==> src/logic/isa_feature_id_pkg.sv <==
// constants for the instruction-set feature identification registers three and four
package isa_feature_id_pkg;

    // ========================================================================
    // coprocessor access selectors
    // ========================================================================
    localparam logic [2:0] SEL_OPC1      = 3'h0;
    localparam logic [3:0] SEL_CRN       = 4'h0;
    localparam logic [3:0] SEL_CRM       = 4'h2;
    localparam logic [2:0] SEL_OPC2_THREE = 3'h3;
    localparam logic [2:0] SEL_OPC2_FOUR  = 3'h4;

    // ========================================================================
    // field codes of register three
    // ========================================================================
    localparam logic [3:0] R3_EXEC_ENV   = 4'h1;
    localparam logic [3:0] R3_TRUE_NOP   = 4'h1;
    localparam logic [3:0] R3_COPY       = 4'h1;
    localparam logic [3:0] R3_TABLE_BR   = 4'h1;
    localparam logic [3:0] R3_SYNC_PRIM  = 4'h2;
    localparam logic [3:0] R3_SUPV_CALL  = 4'h1;
    localparam logic [3:0] R3_SIMD       = 4'h3;
    localparam logic [3:0] R3_SATURATE   = 4'h1;

    // ========================================================================
    // field codes of register four
    // ========================================================================
    localparam logic [7:0] R4_RESERVED   = 8'h00;
    localparam logic [3:0] R4_EXCLUSIVE  = 4'h0;
    localparam logic [3:0] R4_BARRIER    = 4'h1;
    localparam logic [3:0] R4_MON_CALL   = 4'h1;
    localparam logic [3:0] R4_WRITEBACK  = 4'h1;
    localparam logic [3:0] R4_WITH_SHIFT = 4'h4;
    localparam logic [3:0] R4_UNPRIV     = 4'h2;

    // ========================================================================
    // answer codes
    // ========================================================================
    typedef enum logic [1:0]
    {
        RESP_NONE  = 2'b00,
        RESP_DATA  = 2'b01,
        RESP_UNDEF = 2'b10
    } resp_t;

endpackage

==> src/logic/isa_feature_id_rom.sv <==
// constant word store holding both identification registers, registered read
`timescale 1ns/1ps
module isa_feature_id_rom
    import isa_feature_id_pkg::*;
(
    input  wire logic        ref_clk,
    input  wire logic        rst,
    input  wire logic        clk_en,
    input  wire logic        rd_en,
    input  wire logic        rd_sel_four,
    output logic      [31:0] rd_data
);
    // ========================================================================
    // hardwired words
    // ========================================================================
    // fields come straight from constants: no flop holds them, reset cannot touch them
    logic [31:0] word_three;
    logic [31:0] word_four;
    logic [31:0] rd_data_ff;

    assign word_three = {R3_EXEC_ENV,
                         R3_TRUE_NOP,
                         R3_COPY,
                         R3_TABLE_BR,
                         R3_SYNC_PRIM,
                         R3_SUPV_CALL,
                         R3_SIMD,
                         R3_SATURATE};
    assign word_four  = {R4_RESERVED,
                         R4_EXCLUSIVE,
                         R4_BARRIER,
                         R4_MON_CALL,
                         R4_WRITEBACK,
                         R4_WITH_SHIFT,
                         R4_UNPRIV};

    // ========================================================================
    // read port
    // ========================================================================
    always_ff @(posedge ref_clk or posedge rst)
    begin
        if (rst)
        begin
            rd_data_ff <= 32'h00000000;
        end
        else if (clk_en && rd_en)
        begin
            rd_data_ff <= rd_sel_four ? word_four : word_three;
        end
    end

    assign rd_data = rd_data_ff;
endmodule // isa_feature_id_rom

==> src/logic/isa_feature_id_regs_3_4.sv <==
// coprocessor access decode and answer for feature identification registers three and four
`timescale 1ns/1ps

// What this block does
// - register three is read-only, shared by both security states, privileged only.
// - register four is read-only, shared by both security states, privileged only.
// - privileged reads return data; writes and user-mode accesses raise undefined.
// - register three selected by opcode1 0, c0, c2, opcode2 3.
// - register four selected by opcode1 0, c0, c2, opcode2 4.
// - register three bits 31:28 read 0x1, execution environment extension.
// - register three bits 27:24 read 0x1, true no-operation support.
// - register three bits 23:20 read 0x1, low register copy.
// - register three bits 19:16 read 0x1, table branch.
// - register three bits 15:12 read 0x2, full exclusive set plus clear.
// - register three bits 11:8 read 0x1, supervisor call.
// - register three bits 7:4 read 0x3, packed SIMD and greater-equal flags.
// - register three bits 3:0 read 0x1, saturating arithmetic.
// - register four bits 23:20 read 0x0, bits 31:24 read zero.
// - register four bits 19:16 read 0x1, memory and sync barriers.
// - register four bits 15:12 read 0x1, secure monitor call.
// - register four bits 11:8 read 0x1, all write-back modes.
// - register four bits 7:4 read 0x4, shifted offsets and shifts.
// - register four bits 3:0 read 0x2, unprivileged load forms.
module isa_feature_id_regs_3_4
    import isa_feature_id_pkg::*;
(
    input  wire logic        ref_clk,
    input  wire logic        rst,
    input  wire logic        clk_en,
    input  wire logic        acc_valid,
    input  wire logic        acc_write,
    input  wire logic        acc_priv,
    input  wire logic        acc_secure,
    input  wire logic [2:0]  acc_opc1,
    input  wire logic [3:0]  acc_crn,
    input  wire logic [3:0]  acc_crm,
    input  wire logic [2:0]  acc_opc2,
    output logic             acc_hit,
    output logic             resp_valid,
    output logic             resp_undef,
    output logic      [31:0] resp_data
);
    // ========================================================================
    // local types and tables
    // ========================================================================
    // which of the two registers a request names
    typedef enum logic [1:0]
    {
        REG_NONE  = 2'b00,
        REG_THREE = 2'b01,
        REG_FOUR  = 2'b10
    } reg_sel_t;

    // privilege and direction of a request, before the register is known
    typedef enum logic [1:0]
    {
        CLASS_USER_READ  = 2'b00,
        CLASS_USER_WRITE = 2'b01,
        CLASS_PRIV_READ  = 2'b10,
        CLASS_PRIV_WRITE = 2'b11
    } acc_class_t;

    localparam int NUM_REGS   = 2;
    localparam int NUM_WORLDS = 2;

    // second opcode of each register, indexed like reg_hit
    localparam logic [2:0] OPC2_CODE [NUM_REGS] = '{SEL_OPC2_THREE, SEL_OPC2_FOUR};

    // ========================================================================
    // selector fields
    // ========================================================================
    logic                opc1_match;
    logic                crn_match;
    logic                crm_match;
    logic                group_match;
    logic [NUM_REGS-1:0] reg_hit;

    assign opc1_match  = (acc_opc1 == SEL_OPC1);
    assign crn_match   = (acc_crn == SEL_CRN);
    assign crm_match   = (acc_crm == SEL_CRM);
    // an idle cycle matches nothing, whatever the selectors hold
    assign group_match = acc_valid && opc1_match && crn_match && crm_match;

    genvar r;
    generate
        for (r = 0; r < NUM_REGS; r++)
        begin : g_reg
            assign reg_hit[r] = group_match && (acc_opc2 == OPC2_CODE[r]);
        end
    endgenerate

    // ========================================================================
    // register select
    // ========================================================================
    reg_sel_t reg_sel;

    always_comb
    begin
        if (reg_hit[0])
        begin
            reg_sel = REG_THREE;
        end
        else if (reg_hit[1])
        begin
            reg_sel = REG_FOUR;
        end
        else
        begin
            reg_sel = REG_NONE;
        end
    end

    // a miss leaves the request to the other identification registers
    assign acc_hit = (reg_sel != REG_NONE);

    // ========================================================================
    // access class
    // ========================================================================
    acc_class_t acc_class;

    always_comb
    begin
        case ({acc_priv, acc_write})
            2'h0:
            begin
                acc_class = CLASS_USER_READ;
            end
            2'h1:
            begin
                acc_class = CLASS_USER_WRITE;
            end
            2'h2:
            begin
                acc_class = CLASS_PRIV_READ;
            end
            default:
            begin
                acc_class = CLASS_PRIV_WRITE;
            end
        endcase
    end

    // ========================================================================
    // answer per register and security state
    // ========================================================================
    // each register keeps its own table with one slice per security state;
    // the slices agree, so either state sees the one shared copy
    resp_t reg_resp [NUM_REGS];

    genvar w;
    generate
        for (r = 0; r < NUM_REGS; r++)
        begin : g_table
            resp_t world_resp [NUM_WORLDS];

            for (w = 0; w < NUM_WORLDS; w++)
            begin : g_world
                resp_t slice_resp;

                always_comb
                begin
                    case (acc_class)
                        CLASS_PRIV_READ:
                        begin
                            slice_resp = RESP_DATA;
                        end
                        CLASS_PRIV_WRITE:
                        begin
                            slice_resp = RESP_UNDEF;
                        end
                        CLASS_USER_READ:
                        begin
                            slice_resp = RESP_UNDEF;
                        end
                        default:
                        begin
                            slice_resp = RESP_UNDEF;
                        end
                    endcase
                end

                assign world_resp[w] = slice_resp;
            end

            // the request's own security state picks its slice
            assign reg_resp[r] = reg_hit[r] ? world_resp[acc_secure] : RESP_NONE;
        end
    endgenerate

    // ========================================================================
    // next answer
    // ========================================================================
    resp_t nxt_resp;
    resp_t resp_ff;
    logic  rd_strobe;
    logic  rd_four;

    // at most one register hits, so the chain only orders the lookup
    always_comb
    begin
        if (reg_resp[0] != RESP_NONE)
        begin
            nxt_resp = reg_resp[0];
        end
        else if (reg_resp[1] != RESP_NONE)
        begin
            nxt_resp = reg_resp[1];
        end
        else
        begin
            nxt_resp = RESP_NONE;
        end
    end

    // the store is read only on a granted read: a refused request leaves the
    // data output as it was
    assign rd_strobe = (nxt_resp == RESP_DATA);
    assign rd_four   = (reg_sel == REG_FOUR);

    // ========================================================================
    // answer
    // ========================================================================
    // one-cycle latency keeps data and its strobe aligned with the registered store
    always_ff @(posedge ref_clk or posedge rst)
    begin
        if (rst)
        begin
            resp_ff <= RESP_NONE;
        end
        else if (clk_en)
        begin
            resp_ff <= nxt_resp;
        end
    end

    // ========================================================================
    // word store
    // ========================================================================
    isa_feature_id_rom u_rom
    (
        .ref_clk     (ref_clk),
        .rst         (rst),
        .clk_en      (clk_en),
        .rd_en       (rd_strobe),
        .rd_sel_four (rd_four),
        .rd_data     (resp_data)
    );

    // ========================================================================
    // outputs
    // ========================================================================
    assign resp_valid = (resp_ff != RESP_NONE);
    assign resp_undef = (resp_ff == RESP_UNDEF);
endmodule // isa_feature_id_regs_3_4

==> config.mk <==
export PLATFORM = sky130hd
export DESIGN_NAME = isa_feature_id_regs_3_4
export DESIGN_NICKNAME = d
export VERILOG_FILES = /design/src/logic/isa_feature_id_pkg.sv /design/src/logic/isa_feature_id_rom.sv /design/src/logic/isa_feature_id_regs_3_4.sv
export SDC_FILE = /design/constraint.sdc
export NUM_CORES = 1
export LEC_CHECK = 0
export BUFFER_PORTS_ARGS = -buffer_cell sky130_fd_sc_hd__buf_2
export CORE_MARGIN = 4
export CORE_UTILIZATION = 37
export CTS_CLUSTER_DIAMETER = 150
export DETAILED_ROUTE_END_ITERATION = 10
export PLACE_DENSITY = 0.93
export SYNTH_ARGS = -nofsm -noshare
export SYNTH_HDL_FRONTEND = slang
export SYNTH_SLANG_ARGS = --single-unit
==> constraint.sdc <==
create_clock -name ref_clk -period 1.5 [get_ports ref_clk]
set_clock_uncertainty 0.2 [all_clocks]
set_input_delay 0.075 -clock ref_clk [delete_from_list [all_inputs] [get_ports ref_clk]]
set_output_delay 0.075 -clock ref_clk [all_outputs]
set_load 0.005 [all_outputs]
==> flow_summary.ini, run 1 <==
[setup_path]
crit_chain = buf_2 -> nor4b_4 -> buf_4 -> nand4b_2 -> o21a_1 -> o22a_1
reg2reg_to = u_rom.rd_data[24]
r2r_start = u_rom.rd_data[24]
crit_type = input pin to flip-flop
slowest_delay_ns = 0.29
reg2reg_setup_slack_ns = 0.42
crit_path_end_kind = flip-flop
cp.depth = 6
worstRegToRegCells = 2
crit_path_start_kind = input pin
path_max_fanout = 4
startpoint = acc_crm[0]
worstPathRequired_ns = 1.42
worstSetupEndpoint = u_rom.rd_data[24]
path_buf_inv = 2
worst_path_max_delay_cell = nor4b_4
cp_data_arrival_time_ns = 1.15
critPathTopFamily = simple AND/OR/NAND/NOR gates

[power]
power_frac_comb_pct = 20.9
swShare_pct = 25.4
internal_power_w = 0.000273
switchingPower_w = 0.0000927
ir_drop_uv = 242
cellPowerDensity_mw_per_mm2 = 536
seqPwrFrac_pct = 37.0
p_clk_share_pct = 42.0
p_leak_nw = 0.434
total_power_w = 0.000366

[sta]
fin_crit_sh_pct = 82.1
hold_viol = 1
finalSetupViolCount = 0
fin_tns_setup_ns = 0
max_freq_mhz = 812
fin_hold_ws_ns = -0.0239
min_period_ns = 1.23
maxSlewViolCount = 0
rsz0062_at_grt = false

[placement]
io_buffers = 34
placed_area_um2 = 598
place_congestion = 0.697
hpwl_mm = 1.03

[final_layout]
drive_gt1_share_pct = 44.2
antenna_cells = 0
fin_util_pct = 50.5
stdcell_area_um2 = 682
final_common_cell = buf_2
final_cell_mix = buf_2, conb_1, inv_1, dlygate4sd3_1, dfrtp_1
syn2layout_area_growth_pct = 22.7
finalNetCount = 117

[clock_network]
clockRootBuffer = clkbuf_4
numCtsBuffers = 3
postCtsResizedCells = 0
cts.sinks = 5
clk_pin_slew_ns = 0.04
cts.path.max_buffers = 2
clk_latency_ns = 0.23
h-tree-depth = 1
cts_tree = built

[global_routing]
antenna_found_initial = 0
grt_pass1_vias = 460
overflow = 0
grtUsageTotal_pct = 12.1
grt_start_max_net_pins = 10
grt_pass1_wl_mm = 1.90

[floorplanning]
top_level_ports = 56
num_rows = 13
start_util_pct = 41.1
die_x_um = 46.8
coreArea_mm2 = 0.00135
die_area_mm2 = 0.00219
die_h_um = 46.8

[routing]
drt_iter0_markers = 1
avgRoutedWirePerCell_um = 11.1
dr.pass1.iters = 2
via_count = 444
ant_nets = 0
viasPerCell = 4.04
finalWirelength_mm = 1.23
drc = 0

[yosys]
syn_avg_cell_area_um2 = 9.11
yosysWarnings = 0
synth-edff-count = 0
ys_seq_elements = 5
synth_seq_area_share_pct = 22.5
synth-async-reset-ratio_pct = 100
yosysUniqueCellTypes = 20
netlist_area_um2 = 556
ys.flop_type = dfrtp_1
synth_cells = 61

[worst_hold_path]
hold_class = input pin to flip-flop

[run]
drv_cap = 0

[run_status]
violations = hold timing
status = finished with violations
## worst min-delay path by stage
stage	from	endpoint	slack, ns	depth (start not counted)
after floorplan	rst	resp_ff[0]	-0.35	1
after global placement	rst	u_rom.rd_data[12]	-0.23	2
after detailed placement	rst	u_rom.rd_data[12]	-0.22	2
after CTS	acc_priv	resp_ff[1]	0.006	4
after global routing	clk_en	resp_ff[0]	0.04	3
final	clk_en	resp_ff[0]	-0.02	3
## timing repair
item / in CTS / in global routing
hold buffers: 6 / 0
setup buffers: 0 / 1
endpoints found under the hold margin: 10 / 0
endpoints found under the setup margin: 0 / 1
## power groups by stage
stage	Combinational, W	Sequential, W	Clock (W)
floorplan	0.0000659	0.000137	0
global placement	0.0000626	0.000137	0
detailed placement	0.0000642	0.000137	0
CTS	0.0000737	0.000135	0.000158
global route	0.0000862	0.000135	0.000169
finish	0.0000765	0.000135	0.000154
## stage by stage
stage / std cells / worst slack [ns]
after global routing: 110 / 0.187
final: 110 / 0.269
after floorplan: 80 / 0.319
after global placement: 100 / 0.152
after detailed placement: 100 / 0.0771
after CTS: 110 / 0.0266
## layout make-up
class	count	area, µm²
multi-input cells	41	265
clock buffers	4	26.3
fillers	135	668
repair buffers	40	228
inverters	5	18.8
flip-flops and latches	5	125
well taps	15	18.8
## worst reg2reg max path, cell delays in order, from the launching register on
cell,delay (ns)
dfrtp_1,0.44
o21a_1,0.15
o22a_1,0.18
## per-layer routing
| layer | share of wire (%) | track usage [%] | vias up |
|---|---|---|---|
| li1 | - | - | 221 |
| met1 | 32 | 11.2 | 190 |
| met2 | 54 | 25.0 | 33 |
| met3 | 14 | 2.30 | 0 |
| met4 | 0 | 4.97 | 0 |
| met5 | 0 | 0 | - |
## Yosys cell counts, drive strengths merged, types with 2 or more instances
library cell   n  area share (%)
buf           29              39
dfrtp          5              23
inv            5             3.4
nor2           3             2.0
nand2b         2             2.3
nor4b          2             8.6
o21ai          2             1.8
o22ai          2             2.3
## state kept, by name (all words and copies together), names as in the netlist
signal,flops
u_rom.rd_data,3
resp_ff,2
## cells by family (layout without fill, tap and decap cells)
| logic type | Yosys count | count (layout) | synth area share [%] |
|---|---|---|---|
| buffers and inverters | 34 | 49 | 42.6 |
| and+or+nand+nor | 12 | 12 | 22.5 |
| AOI/OAI and AO/OA | 8 | 8 | 9.91 |
| DFF | 5 | 5 | 22.5 |
| other | 1 | 20 | 0.675 |
| muxes | 1 | 1 | 1.80 |
(Power assumes the default switching activity.)
==> inputs of run 2 (changes only) <==
--- a/config.mk
+++ b/config.mk
@@ -5,12 +5,13 @@
 export SDC_FILE = /design/constraint.sdc
 export NUM_CORES = 1
 export LEC_CHECK = 0
+export ABC_AREA = 1
 export BUFFER_PORTS_ARGS = -buffer_cell sky130_fd_sc_hd__buf_2
 export CORE_MARGIN = 4
-export CORE_UTILIZATION = 37
+export CORE_UTILIZATION = 32
 export CTS_CLUSTER_DIAMETER = 150
 export DETAILED_ROUTE_END_ITERATION = 10
-export PLACE_DENSITY = 0.93
+export PLACE_DENSITY = 0.84
 export SYNTH_ARGS = -nofsm -noshare
 export SYNTH_HDL_FRONTEND = slang
 export SYNTH_SLANG_ARGS = --single-unit
==> constraint.sdc (replaced) <==
create_clock -name ref_clk -period 1.12 [get_ports ref_clk]
set_clock_uncertainty 0.2 [all_clocks]
set_input_delay 0.056 -clock ref_clk [delete_from_list [all_inputs] [get_ports ref_clk]]
set_output_delay 0.056 -clock ref_clk [all_outputs]
set_load 0.005 [all_outputs]
==> run 2 against run 1 <==
The run still ends with hold timing left. Highest routed layer is now met4. Power grew 34%. Global-route usage is 3.9 points lower. Critical path depth shrank 3. Non-clock buffer count shrank 2. Via count is 24% higher. Setup slack worse by 0.26 ns. Sequential share of layout area shrank 0.93 points. Design area rose by 6.4%.
==> flow_summary.ini, run 2 <==
[power]
internal_power_w = 0.000357
ir_drop_uv = 246
power_frac_comb_pct = 19.9
switchingPower_w = 0.000132
cellPowerDensity_mw_per_mm2 = 673
total_power_w = 0.000488
p_leak_nw = 0.480
swShare_pct = 27.0
seqPwrFrac_pct = 37.2
p_clk_share_pct = 43.0

[floorplanning]
top_level_ports = 56
coreArea_mm2 = 0.00176
num_rows = 15
die_area_mm2 = 0.00266
die_x_um = 51.6
start_util_pct = 34.5
die_h_um = 51.6

[global_routing]
overflow = 0
gr-usage-met2_pct = 14.4
antenna_found_initial = 0
top_usage_layer = met2
met3_usage_pct = 2.29
grt_start_max_net_pins = 9
grt_util_met1_pct = 7.49
grt_pass1_vias = 452
grtUsageTotal_pct = 8.16
grt_pass1_wl_mm = 1.62

[clock_network]
clk_latency_ns = 0.25
clk_pin_slew_ns = 0.04
h-tree-depth = 1
clockRootBuffer = clkbuf_4
cts_hold_buf = 1
cts.path.max_buffers = 2
cts_tree = built
numCtsBuffers = 3
cts.sinks = 5

[placement]
io_buffers = 34
place_congestion = 0.758
placed_area_um2 = 671
hpwl_mm = 1.05
place_worst_setup_slack_ns = -0.0731

[routing]
drc = 0
drt_iter0_markers = 4
ant_nets = 0
dr.pass1.iters = 4
viasPerCell = 3.64
avgRoutedWirePerCell_um = 7.96
via_count = 550
finalWirelength_mm = 1.20

[sta]
rsz0062_at_grt = true
max_freq_mhz = 903
fin_crit_sh_pct = 98.9
min_period_ns = 1.11
hold_viol = 5
fin_hold_ws_ns = -0.165
setup_ws_ns = 0.0123
maxSlewViolCount = 0
finalSetupViolCount = 0

[setup_path]
slowest_delay_ns = 0.39
path_buf_inv = 2
crit_type = flip-flop to output pin
crit_path_end_kind = output pin
r2r_start = resp_ff[0]
worst_path_max_delay_cell = dfrtp_1
reg2reg_setup_slack_ns = 0.17
worstPathRequired_ns = 0.86
cp_data_arrival_time_ns = 0.85
crit_path_start_kind = flip-flop
path_max_fanout = 2
reg2reg_to = resp_ff[0]
worstRegToRegCells = 3
critPathTopFamily = flip-flops
crit_chain = inv_2 -> nand2_1 -> buf_2

[final_layout]
fillers = 196
final_common_cell = buf_2
syn2layout_area_growth_pct = 19.3
final_cell_mix = buf_2, conb_1, inv_1
largest_register_ffs = 3
finalNetCount = 148
fin_util_pct = 41.1
antenna_cells = 0
drive_gt1_share_pct = 40.5
stdcell_area_um2 = 726

[worst_hold_path]
worstHoldStart = clk_en
hold_class = input pin to flip-flop
hold_end = resp_ff[1]
holdPathStages = 2

[yosys]
netlist_area_um2 = 608
synthTopCellsByArea = buf_4, dfrtp_1, inv_1
synth-async-reset-ratio_pct = 100
synth_top_area_share_pct = 35.8
yosysMostFrequentCell = buf_4
ys_seq_elements = 5
syn_avg_cell_area_um2 = 6.47
yosysWarnings = 0
synth_seq_area_share_pct = 20.6
synth_cells = 94
ys.flop_type = dfrtp_1
synth-edff-count = 0
synth_common_cells = buf_4, inv_1, nand2_1
yosysUniqueCellTypes = 15
synth_top_area_cell = buf_4

[run_status]
status = finished with violations
violations = hold timing

[run]
drv_cap = 0
run 2: worst register-to-register path, stage by stage (launching register included):
cell	delay (ns)
dfrtp_1	0.37
inv_2	0.05
buf_4	0.12
o21ai_0	0.14
run 2: how the worst max path moves through the flow:
stage / startpoint / to / slack [ns] / cells past startpoint
2_1_floorplan: acc_crn[3] / u_rom.rd_data[12] / 0.14 / 8
3_3_place_gp: acc_crn[3] / u_rom.rd_data[12] / -0.06 / 9
3_5_place_dp: acc_opc2[1] / u_rom.rd_data[12] / -0.07 / 9
4_1_cts: resp_ff[1] / resp_valid / 0.003 / 3
5_1_grt: resp_ff[0] / resp_undef / -0.03 / 2
6_report: resp_ff[0] / resp_valid / 0.01 / 3
run 2: power groups by stage:
stage / clock (W) / sequential, W / combinational, W
floorplan: 0 / 0.000184 / 0.0000983
global placement: 0 / 0.000184 / 0.0000907
detailed placement: 0 / 0.000184 / 0.0000928
CTS: 0.000213 / 0.000181 / 0.0000962
global route: 0.000235 / 0.000181 / 0.000112
finish: 0.000210 / 0.000181 / 0.0000969
run 2: cell type report:
cell class / count / area [µm²] / share of cell area (%)
inverter: 21 / 78.8 / 10.9
multi-input combinational: 58 / 260 / 35.9
tap: 25 / 31.3 / 4.31
clock buffer: 4 / 26.3 / 3.62
timing repair buffer: 38 / 203 / 27.9
sequential: 5 / 126 / 17.4
run 2: timing repair:
item                                   CTS  global route
gates resized for setup                  0             4
endpoints found under the hold margin   10             4
setup endpoints to repair                0             3
buffers inserted                         0             2
run 2: routing by layer:
metal / up-vias / routed length (µm)
li1: 286 / -
met1: 218 / 426
met2: 41 / 536
met3: 5 / 204
met4: 0 / 35
met5: - / 0
run 2: cells by family (layout without fill, tap and decap cells):
family | Yosys count | after routing | share of synthesized area [%]
DFF | 5 | 5 | 20.6
and+or+nand+nor | 35 | 35 | 27.6
AOI/OAI and AO/OA | 3 | 3 | 2.47
other | 1 | 20 | 0.617
buffers and inverters | 50 | 63 | 48.8
run 2: per-stage QoR:
step / TNS, ns / std cells / hold WS [ns]
after floorplan: 0 / 113 / -0.365
after global placement: -0.0928 / 144 / -0.247
after detailed placement: -0.107 / 144 / -0.245
after CTS: 0 / 149 / -0.168
after global routing: -0.0579 / 151 / -0.154
final: 0 / 151 / -0.165
